### config.mk
export PLATFORM = sky130hd
export DESIGN_NAME = uc_ident_fifo_ctrl
export DESIGN_NICKNAME = d
export VERILOG_FILES = /design/src/hw/uc_pkg.sv /design/src/hw/uc_trigger.sv /design/src/hw/uc_ident_prio.sv /design/src/hw/uc_ident_fifo_ctrl.sv
export SDC_FILE = /design/constraint.sdc
export NUM_CORES = 1
export LEC_CHECK = 0
export BUFFER_PORTS_ARGS = -buffer_cell sky130_fd_sc_hd__buf_2
export CORE_ASPECT_RATIO = 0.9
export CORE_MARGIN = 2
export CORE_UTILIZATION = 45
export CTS_CLUSTER_DIAMETER = 100
export DETAILED_ROUTE_END_ITERATION = 10
export PLACE_DENSITY = 0.87
export SLEW_MARGIN = 30
export SYNTH_ARGS = -nofsm -noshare
export SYNTH_HDL_FRONTEND = slang
export SYNTH_HIERARCHICAL = 1
export SYNTH_SLANG_ARGS = --single-unit
### constraint.sdc
create_clock -name core_clk_i -period 1.02 [get_ports core_clk_i]
set_clock_uncertainty 0.1 [all_clocks]
set_input_delay 0.153 -clock core_clk_i [delete_from_list [all_inputs] [get_ports core_clk_i]]
set_output_delay 0.153 -clock core_clk_i [all_outputs]
set_load 0.02 [all_outputs]
### src/hw/uc_pkg.sv
/*
  Shared constants and carriers for the UART interrupt identify and FIFO setup block.
  Assumes one clock domain; register accesses arrive as single-cycle strobes from the host bridge.
*/

package uc_pkg;

  // ----------------------------------------------------------------
  // Register map
  // ----------------------------------------------------------------
  localparam logic [2:0] UC_OFS_DIV_HIGH   = 3'h1;
  localparam logic [2:0] UC_OFS_IDENT      = 3'h2;
  localparam logic [7:0] UC_FMT_ENH_ACCESS = 8'hbf;
  localparam int         UC_FMT_DIV_BIT    = 7;
  localparam logic [7:0] UC_DIV_HIGH_RST   = 8'h00;
  localparam logic [7:0] UC_IDENT_RST      = 8'h01;
  localparam logic [7:0] UC_RDATA_UNMAPPED = 8'h00;

  // ----------------------------------------------------------------
  // Setup fields
  // ----------------------------------------------------------------
  localparam int UC_SET_EN_BIT    = 0;
  localparam int UC_SET_RXRST_BIT = 1;
  localparam int UC_SET_TXRST_BIT = 2;
  localparam int UC_SET_TXTRG_LSB = 4;
  localparam int UC_SET_RXTRG_LSB = 6;

  // ----------------------------------------------------------------
  // Trigger thresholds
  // ----------------------------------------------------------------
  localparam logic [6:0] UC_RX_TH0 = 7'h08;
  localparam logic [6:0] UC_RX_TH1 = 7'h10;
  localparam logic [6:0] UC_RX_TH2 = 7'h38;
  localparam logic [6:0] UC_RX_TH3 = 7'h3c;
  localparam logic [6:0] UC_TX_TH0 = 7'h08;
  localparam logic [6:0] UC_TX_TH1 = 7'h10;
  localparam logic [6:0] UC_TX_TH2 = 7'h20;
  localparam logic [6:0] UC_TX_TH3 = 7'h38;
  localparam logic [6:0] UC_TH_NOFIFO = 7'h01;
  localparam logic [6:0] UC_FIFO_DEPTH = 7'h40;

  // ----------------------------------------------------------------
  // Identify codes, bits 5..0
  // ----------------------------------------------------------------
  localparam logic [5:0] UC_ID_NONE    = 6'h01;
  localparam logic [5:0] UC_ID_LINE    = 6'h06;
  localparam logic [5:0] UC_ID_TIMEOUT = 6'h0c;
  localparam logic [5:0] UC_ID_RXDATA  = 6'h04;
  localparam logic [5:0] UC_ID_TXRDY   = 6'h02;
  localparam logic [5:0] UC_ID_MODEM   = 6'h00;
  localparam logic [5:0] UC_ID_PIN     = 6'h30;
  localparam logic [5:0] UC_ID_XOFF    = 6'h10;
  localparam logic [5:0] UC_ID_HSK     = 6'h20;

  // ----------------------------------------------------------------
  // Carriers
  // ----------------------------------------------------------------
  typedef struct packed {
    logic       wr;
    logic       rd;
    logic [2:0] addr;
    logic [7:0] wdata;
  } uc_reg_req_s;

  typedef struct packed {
    logic line_err;
    logic rx_timeout;
    logic rx_data;
    logic tx_ready;
    logic modem;
    logic pin_change;
    logic xoff_spec;
    logic hsk_inactive;
  } uc_irq_src_s;

endpackage

### src/hw/uc_trigger.sv
/*
  Registered FIFO trigger compare with a four-entry threshold table.
  Assumes the level input counts characters (receive) or free spaces (transmit).
*/
`timescale 1ns/100ps
`default_nettype none

module uc_trigger #(
  parameter logic [6:0] TH0 = 7'h08,
  parameter logic [6:0] TH1 = 7'h10,
  parameter logic [6:0] TH2 = 7'h20,
  parameter logic [6:0] TH3 = 7'h38
) (
  input  wire logic       core_clk_i,
  input  wire logic       rst_n_i,
  input  wire logic       fifo_en_i,
  input  wire logic [1:0] sel_i,
  input  wire logic [6:0] level_i,
  output var  logic       hit_o
);

  logic [6:0] thresh;

  always_comb begin
    case (sel_i)
      2'h0:    thresh = TH0;
      2'h1:    thresh = TH1;
      2'h2:    thresh = TH2;
      default: thresh = TH3;
    endcase
    // One-character holding register when FIFOs are off
    if (!fifo_en_i) begin
      thresh = uc_pkg::UC_TH_NOFIFO;
    end
  end

  always_ff @(posedge core_clk_i or negedge rst_n_i) begin
    if (!rst_n_i) begin
      hit_o <= 1'b0;
    end else begin
      hit_o <= (level_i >= thresh);
    end
  end

endmodule

`default_nettype wire

### src/hw/uc_ident_prio.sv
/*
  Priority encoder for the interrupt identify code, bits 5..0.
  Assumes sources arrive already gated by their enables.
*/
`timescale 1ns/100ps
`default_nettype none

module uc_ident_prio (
  input  wire uc_pkg::uc_irq_src_s src_i,
  output var  logic [5:0]          code_o
);

  always_comb begin
    if (src_i.line_err) begin
      code_o = uc_pkg::UC_ID_LINE;
    end else if (src_i.rx_timeout) begin
      code_o = uc_pkg::UC_ID_TIMEOUT;
    end else if (src_i.rx_data) begin
      code_o = uc_pkg::UC_ID_RXDATA;
    end else if (src_i.tx_ready) begin
      code_o = uc_pkg::UC_ID_TXRDY;
    end else if (src_i.modem) begin
      code_o = uc_pkg::UC_ID_MODEM;
    end else if (src_i.pin_change) begin
      code_o = uc_pkg::UC_ID_PIN;
    end else if (src_i.xoff_spec) begin
      code_o = uc_pkg::UC_ID_XOFF;
    end else if (src_i.hsk_inactive) begin
      code_o = uc_pkg::UC_ID_HSK;
    end else begin
      code_o = uc_pkg::UC_ID_NONE;
    end
  end

endmodule

`default_nettype wire

### src/hw/uc_ident_fifo_ctrl.sv
/*
  Per-channel divisor high byte, interrupt identify and FIFO setup registers.
  Assumes the host bridge presents one-cycle read/write strobes with a 3-bit offset,
  the line format and enhanced feature registers live elsewhere and are given as inputs,
  and all interrupt sources but receive data, transmit ready and special character match, gated here, are already enabled by their own enable bits.
*/
`timescale 1ns/100ps
`default_nettype none

module uc_ident_fifo_ctrl (
  input  wire logic                core_clk_i,
  input  wire logic                rst_n_i,
  input  wire logic                soft_rst_i,
  input  wire uc_pkg::uc_reg_req_s req_i,
  input  wire logic [7:0]          line_format_control_i,
  input  wire logic                enh_enable_i,
  input  wire logic                spec_detect_en_i,
  input  wire logic                line_err_i,
  input  wire logic                rx_timeout_i,
  input  wire logic                rx_data_int_en_i,
  input  wire logic                tx_ready_int_en_i,
  input  wire logic                modem_i,
  input  wire logic                pin_change_i,
  input  wire logic                xoff_i,
  input  wire logic                spec_char_i,
  input  wire logic                hsk_inactive_i,
  input  wire logic [6:0]          rx_level_i,
  input  wire logic [6:0]          tx_level_i,
  output logic [7:0]               rdata_o,
  output logic [7:0]               divisor_high_byte_o,
  output logic                     fifo_enable_o,
  output logic                     tx_fifo_flush_o,
  output logic                     rx_fifo_flush_o,
  output logic                     rx_trigger_o,
  output logic                     tx_trigger_o,
  output logic                     irq_pending_o
);

  // ----------------------------------------------------------------
  // Reset synchroniser
  // ----------------------------------------------------------------
  logic rst_meta_r;
  logic rst_sync_r;

  always_ff @(posedge core_clk_i or negedge rst_n_i) begin
    if (!rst_n_i) begin
      rst_meta_r <= 1'b0;
      rst_sync_r <= 1'b0;
    end else begin
      rst_meta_r <= 1'b1;
      rst_sync_r <= rst_meta_r;
    end
  end

  // ----------------------------------------------------------------
  // State
  // ----------------------------------------------------------------
  typedef struct packed {
    logic [7:0] div_high;
    logic       fifo_en;
    logic [1:0] rx_sel;
    logic [1:0] tx_sel;
    logic       tx_rst;
    logic       rx_rst;
    logic [7:0] ident;
    logic [7:0] rdata;
  } uc_state_s;

  localparam uc_state_s UC_STATE_RST = '{
    div_high: uc_pkg::UC_DIV_HIGH_RST,
    fifo_en:  1'b0,
    rx_sel:   2'h0,
    tx_sel:   2'h0,
    tx_rst:   1'b0,
    rx_rst:   1'b0,
    ident:    uc_pkg::UC_IDENT_RST,
    rdata:    8'h00
  };

  uc_state_s state_r;
  uc_state_s state_nxt;

  // ----------------------------------------------------------------
  // Trigger compares and identify priority
  // ----------------------------------------------------------------
  logic                rx_hit;
  logic                tx_hit;
  logic [6:0]          tx_free;
  logic [5:0]          id_code;
  uc_pkg::uc_irq_src_s src;

  // Free spaces; non-FIFO mode holds a single character
  always_comb begin
    if (state_r.fifo_en) begin
      tx_free = uc_pkg::UC_FIFO_DEPTH - tx_level_i;
    end else begin
      tx_free = uc_pkg::UC_TH_NOFIFO - tx_level_i;
    end
  end

  uc_trigger #(
    .TH0 (uc_pkg::UC_RX_TH0),
    .TH1 (uc_pkg::UC_RX_TH1),
    .TH2 (uc_pkg::UC_RX_TH2),
    .TH3 (uc_pkg::UC_RX_TH3)
  ) u_rx_trig (
    .core_clk_i (core_clk_i),
    .rst_n_i    (rst_sync_r),
    .fifo_en_i  (state_r.fifo_en),
    .sel_i      (state_r.rx_sel),
    .level_i    (rx_level_i),
    .hit_o      (rx_hit)
  );

  uc_trigger #(
    .TH0 (uc_pkg::UC_TX_TH0),
    .TH1 (uc_pkg::UC_TX_TH1),
    .TH2 (uc_pkg::UC_TX_TH2),
    .TH3 (uc_pkg::UC_TX_TH3)
  ) u_tx_trig (
    .core_clk_i (core_clk_i),
    .rst_n_i    (rst_sync_r),
    .fifo_en_i  (state_r.fifo_en),
    .sel_i      (state_r.tx_sel),
    .level_i    (tx_free),
    .hit_o      (tx_hit)
  );

  always_comb begin
    src.line_err     = line_err_i;
    src.rx_timeout   = rx_timeout_i;
    src.rx_data      = rx_hit & rx_data_int_en_i;
    src.tx_ready     = tx_hit & tx_ready_int_en_i;
    src.modem        = modem_i;
    src.pin_change   = pin_change_i;
    // Special match only counts while detection is on
    src.xoff_spec    = xoff_i | (spec_char_i & spec_detect_en_i);
    src.hsk_inactive = hsk_inactive_i;
  end

  uc_ident_prio u_prio (
    .src_i  (src),
    .code_o (id_code)
  );

  // ----------------------------------------------------------------
  // Register access decode
  // ----------------------------------------------------------------
  logic div_access;
  logic div_sel;
  logic id_sel;

  always_comb begin
    div_access = line_format_control_i[uc_pkg::UC_FMT_DIV_BIT];
    div_sel    = div_access && (line_format_control_i != uc_pkg::UC_FMT_ENH_ACCESS)
                 && (req_i.addr == uc_pkg::UC_OFS_DIV_HIGH);
    id_sel     = !div_access && (req_i.addr == uc_pkg::UC_OFS_IDENT);
  end

  // ----------------------------------------------------------------
  // Next state
  // ----------------------------------------------------------------
  always_comb begin
    state_nxt = state_r;

    // Flush requests last exactly one cycle
    state_nxt.tx_rst = 1'b0;
    state_nxt.rx_rst = 1'b0;

    if (req_i.wr && div_sel) begin
      state_nxt.div_high = req_i.wdata;
    end

    if (req_i.wr && id_sel) begin
      state_nxt.fifo_en = req_i.wdata[uc_pkg::UC_SET_EN_BIT];
      // Other setup bits only land while the FIFO enable is written high
      if (req_i.wdata[uc_pkg::UC_SET_EN_BIT]) begin
        state_nxt.rx_sel = req_i.wdata[uc_pkg::UC_SET_RXTRG_LSB +: 2];
        if (enh_enable_i) begin
          state_nxt.tx_sel = req_i.wdata[uc_pkg::UC_SET_TXTRG_LSB +: 2];
        end
        state_nxt.tx_rst = req_i.wdata[uc_pkg::UC_SET_TXRST_BIT];
        state_nxt.rx_rst = req_i.wdata[uc_pkg::UC_SET_RXRST_BIT];
      end
    end

    state_nxt.ident = {{2{state_nxt.fifo_en}}, id_code};

    if (req_i.rd && id_sel) begin
      state_nxt.rdata = state_r.ident;
    end else if (req_i.rd && div_sel) begin
      state_nxt.rdata = state_r.div_high;
    end else if (req_i.rd) begin
      state_nxt.rdata = uc_pkg::UC_RDATA_UNMAPPED;
    end

    // Software reset spares the divisor byte
    if (soft_rst_i) begin
      state_nxt          = UC_STATE_RST;
      state_nxt.div_high = state_r.div_high;
    end
  end

  // Power-on reset is the only path that clears the divisor
  always_ff @(posedge core_clk_i or negedge rst_sync_r) begin
    if (!rst_sync_r) begin
      state_r <= UC_STATE_RST;
    end else begin
      state_r <= state_nxt;
    end
  end

  // ----------------------------------------------------------------
  // Outputs
  // ----------------------------------------------------------------
  always_comb begin
    rdata_o             = state_r.rdata;
    divisor_high_byte_o = state_r.div_high;
    fifo_enable_o       = state_r.fifo_en;
    tx_fifo_flush_o     = state_r.tx_rst;
    rx_fifo_flush_o     = state_r.rx_rst;
    rx_trigger_o        = rx_hit;
    tx_trigger_o        = tx_hit;
    irq_pending_o       = !state_r.ident[0];
  end

endmodule

`default_nettype wire

Word-level counts from Yosys, hierarchy flattened
Cells that the tools add are included.
{"block": "totals", "ff_bits": 35, "inputBits": 49, "out_inout_bits": 22, "elab_cells": 66}
{"block": "classes", "n_addsub": 2, "magnitude_cmp": 2, "n_eq_ne": 7, "mux": 20, "bitwise_logic": 5, "n_reduce_logical": 18}
{"operator": "$mux W6", "n": 11}
{"operator": "$pmux W6 S3", "n": 2}
{"operator": "$mux W8", "n": 3}
{"operator": "$mux W23", "n": 1}
{"operator": "$ge A7 B6 Y1", "n": 2}
{"operator": "$mux W7", "n": 2}
{"operator": "$ne A8 B8 Y1 const B", "n": 1}
{"operator": "$logic_and A1 B1 Y1", "n": 7}
{"operator": "$sub A1 B7 Y7 const A", "n": 1}
{"operator": "$sub A7 B7 Y7 const A", "n": 1}
{"operator": "$reduce_bool A2 Y1", "n": 3}
{"operator": "$eq A2 B1 Y1 const B", "n": 2}
{"operator": "$eq A2 B2 Y1 const B", "n": 2}
{"operator": "$logic_not A2 Y1", "n": 2}
{"operator": "$reduce_and A2 Y1", "n": 2}
{"operator": "$reduce_bool A4 Y1", "n": 1}
{"operator": "$and A1 B1 Y1", "n": 3}
{"operator": "$eq A3 B1 Y1 const B", "n": 1}
{"operator": "$eq A3 B2 Y1 const B", "n": 1}
{"operator": "$reduce_and A3 Y1", "n": 1}
{"operator": "$logic_not A1 Y1", "n": 2}
{"operator": "$mux W2", "n": 1}
{"operator": "$not A1 Y1", "n": 1}
{"operator": "$or A1 B1 Y1", "n": 1}

Depth between registers and ports, before layout
{"block": "logic_depth", "word_depth": 10, "depth_mapped": 8, "mapped_depth_nobuf": 8}

Modules after synthesis
The synthesis kept the hierarchy.
{"module": "uc_ident_fifo_ctrl", "instances": 1, "cells_each": 144, "area_each_um2": 1622.8, "seq_area_each_um2": 777.0}
{"module": "uc_trigger at u_tx_trig", "instances": 1, "cells_each": 20, "area_each_um2": 172.7, "seq_area_each_um2": 25.0}
{"module": "uc_trigger at u_rx_trig", "instances": 1, "cells_each": 19, "area_each_um2": 166.4, "seq_area_each_um2": 25.0}
{"module": "uc_ident_prio", "instances": 1, "cells_each": 11, "area_each_um2": 76.3, "seq_area_each_um2": 0.0}

Worst setup path before layout
Ideal clock, no wire load.
{"block": "synth_path", "kind": "reg2reg", "startpoint": "register, netlist name state_r[14]", "endpoint": "register u_tx_trig.hit_o", "setup_time_ns": 0.129, "arrival_time_ns": 1.918, "required_time_ns": 0.791, "slack_ns": -1.127, "path_stages_with_launch": 8, "path_buffers": 1, "synth_period_minus_slack_ns": 2.147, "cell_sequence": "dfrtp_1 > buf_2 > xnor2_1 > inv_1 > ha_1 > or4b_1 > a21oi_1 > o21ai_1"}
{"item": "end signal: assignment", "line": "uc_trigger.sv:41", "text": "hit_o <= (level_i >= thresh);"}
{"item": "end: declaration", "line": "uc_trigger.sv:19", "text": "output var logic hit_o"}

==> reports/metrics.csv <==
metric,value,unit
status,"complete, but fails checks",
failed_checks,"negative hold slack, negative setup slack",
r2r-end,u_tx_trig/hit_o,
crit_start,state_r[14],
fp.dieH,67.8,um
drc,0,
ir_drop,0.665,mV
htree_levels,2,
insertedDiodeCount,0,
synth_cell_type_count,46,
grt_max_degree,13,
port_buffers,70,
hold_viol,1,
netlist_instances,194,
grt_overflow,0,
crit_required,1100,ps
yosys.area.top_type,dfrtp_1,
p_leak,1.52,nW
ys_seq_area_frac,0.406,
syn-mean-instance-area,10.5,um^2
first_pass_iters,6,
routedWlPerCell,16.0,um
endpoint_kind,flop,
cap_violations,0,
hp-class,reg2async,
cts_buffer_depth,2,
cts_tree,built,
path_clk_slew,80,ps
routabilityCongestion,0.855,
fmaxAchievable,549,MHz
syn_area,0.00204,mm^2
antenna_left,0,
seq_area,831,um^2
fillCellCount,298,
multi_input_area,0.00120,mm^2
core_area,0.00440,mm^2
grt_pass1_vias,1969,
yosysWarnings,6,
chipWidth,74.9,um
fin_util,0.721,
grt_pass1_wl,8910,um
ys_ff_latch,33,
synthFlopType,dfrtp_1,
first_iter_violations,117,
maxSlewViolCount,0,
syn2layout_area_growth,55.8,%
crit_type,reg2reg,
cts-root-buf,clkbuf_8,
hpwl,4010,um
drt-total-wl,5830,um
cp.arrival,1900,ps
vias_per_cell,5.18,
drive_above_1_share,0.579,
rr_worst_depth,5,
clock_sinks,33,
setup-tns-final,-7980,ps
power,3.51,mW
timing.hold.ws,-4.58,ps
nets,364,
row_count,23,
p_per_area,1110,mW/mm^2
initial_utilization,0.463,
grt_usage,0.235,
antenna_found_initial,0,
pin_count,71,
dp.cells,338,
setup_viol,49,
fin_crit,1820,ps
crit_fanout,6,
synth_edf_count,0,
ys_top_cells_by_area,"dfrtp_1 (39%), ha_1 (8.6%), buf_4 (5.9%)",
synth_commonest_cells,"dfrtp_1 (32), buf_4 (16), ha_1 (14), inv_1 (14), nand2_1 (10)",
clkLatencyLatePin,300,ps
num_vias,1887,
synth.most_common_cell,dfrtp_1,
numCtsBuffers,5,
post-route-period-util,1.79,
synthArstFlopShare,1.00,
reg2reg_slack,-800,ps
startpoint_type,flop,
synth_top_cell_area_share,0.393,
fp.dieArea,0.00508,mm^2
r2r_start,state_r[14],
synthesis.nets,257,
fin_ws,-801,ps
finalNonFillerCells,364,
rsz0062_at_grt,yes,
-- sequential cells by signal (all words and copies together) (netlist names) --
register	cells
state_r	11
divisor_high_byte_o	8
rdata_o	8
rst_meta_r	1
rst_sync_r	1
rx_fifo_flush_o	1
tx_fifo_flush_o	1
u_rx_trig/hit_o	1
u_tx_trig/hit_o	1
-- cells by family (layout without fill, tap and decap cells) --
family	after synthesis	in the layout	synth area share
xor+xnor	5	5	0.0215
flops	33	33	0.406
simple gates	60	60	0.195
compound gates	36	36	0.137
mux	11	11	0.0595
fa+ha+maj	14	14	0.0859
other cells	1	1	0.00184
buf+inv	34	142	0.0933
-- worst max path at each step --
stage,cells past startpoint,slack [ps],to
floorplan,7,-890,u_tx_trig/hit_o
global placement,8,-810,u_tx_trig/hit_o
detailed placement,8,-840,u_tx_trig/hit_o
CTS,7,-780,u_tx_trig/hit_o
global route,5,-830,u_tx_trig/hit_o
finish,5,-800,u_tx_trig/hit_o
-- area by class of cell --
type | instances | share of cell area
tap | 62 | 0.0244
timing repair buffer | 120 | 0.291
clock inverter | 3 | 0.00552
inverter | 14 | 0.0173
multi-input combinational | 127 | 0.379
sequential | 33 | 0.262
clock buffer | 5 | 0.0217
-- critical path, stage by stage, from the launching register on --
cell and delay (ps):
dfrtp_2 430, buf_4 130, mux2_2 320, or4b_4 530
a21oi_2 130, o21ai_1 60
-- where the power goes --
part | leakage, nW | switching (mW) | total (mW) | internal (mW)
combinational | 1.05 | 0.444 | 1.05 | 0.605
sequential | 0.428 | 0.0779 | 1.47 | 1.40
clock | 0.0439 | 0.515 | 0.985 | 0.471
-- stage by stage --
| stage | cell area, um^2 | hold WS, ps | setup slack, ps |
|---|---|---|---|
| after floorplan | 2130 | -243 | -886 |
| after global placement | 2660 | -157 | -805 |
| after detailed placement | 2660 | -160 | -840 |
| after CTS | 3070 | -9.15 | -783 |
| after global routing | 3180 | 14.4 | -832 |
| final | 3180 | -4.58 | -801 |
-- cells in the final DEF (no fill, tap or decap), drive strengths merged, types with 5 or more instances in the layout --
master / n
and2: 7
buf: 118
nor2b: 8
dfrtp: 32
a21oi: 5
ha: 14
clkbuf: 5
nand2: 10
o21ai: 10
inv: 14
nor2: 6
a221o: 8
mux2: 9
-- routing by layer --
layer | up-vias | part of all wire | wire, um | GRT usage
met1 | 916 | 0.38 | 2240 | 0.255
li1 | 895 | - | - | -
met3 | 13 | 0.052 | 301 | 0.0501
met4 | 0 | 0.021 | 125 | 0.112
met5 | - | 0 | 0 | 0
met2 | 63 | 0.54 | 3160 | 0.434
-- what timing repair did --
action | in CTS | in global routing
hold buffers | 2 | 0
pin swaps | 6 | 15
resized for setup | 59 | 22
setup endpoints to repair | 51 | 52
buffers inserted | 13 | 3
hold endpoints to repair | 4 | 0
No activity file was read; power rests on OpenSTA's default activity.
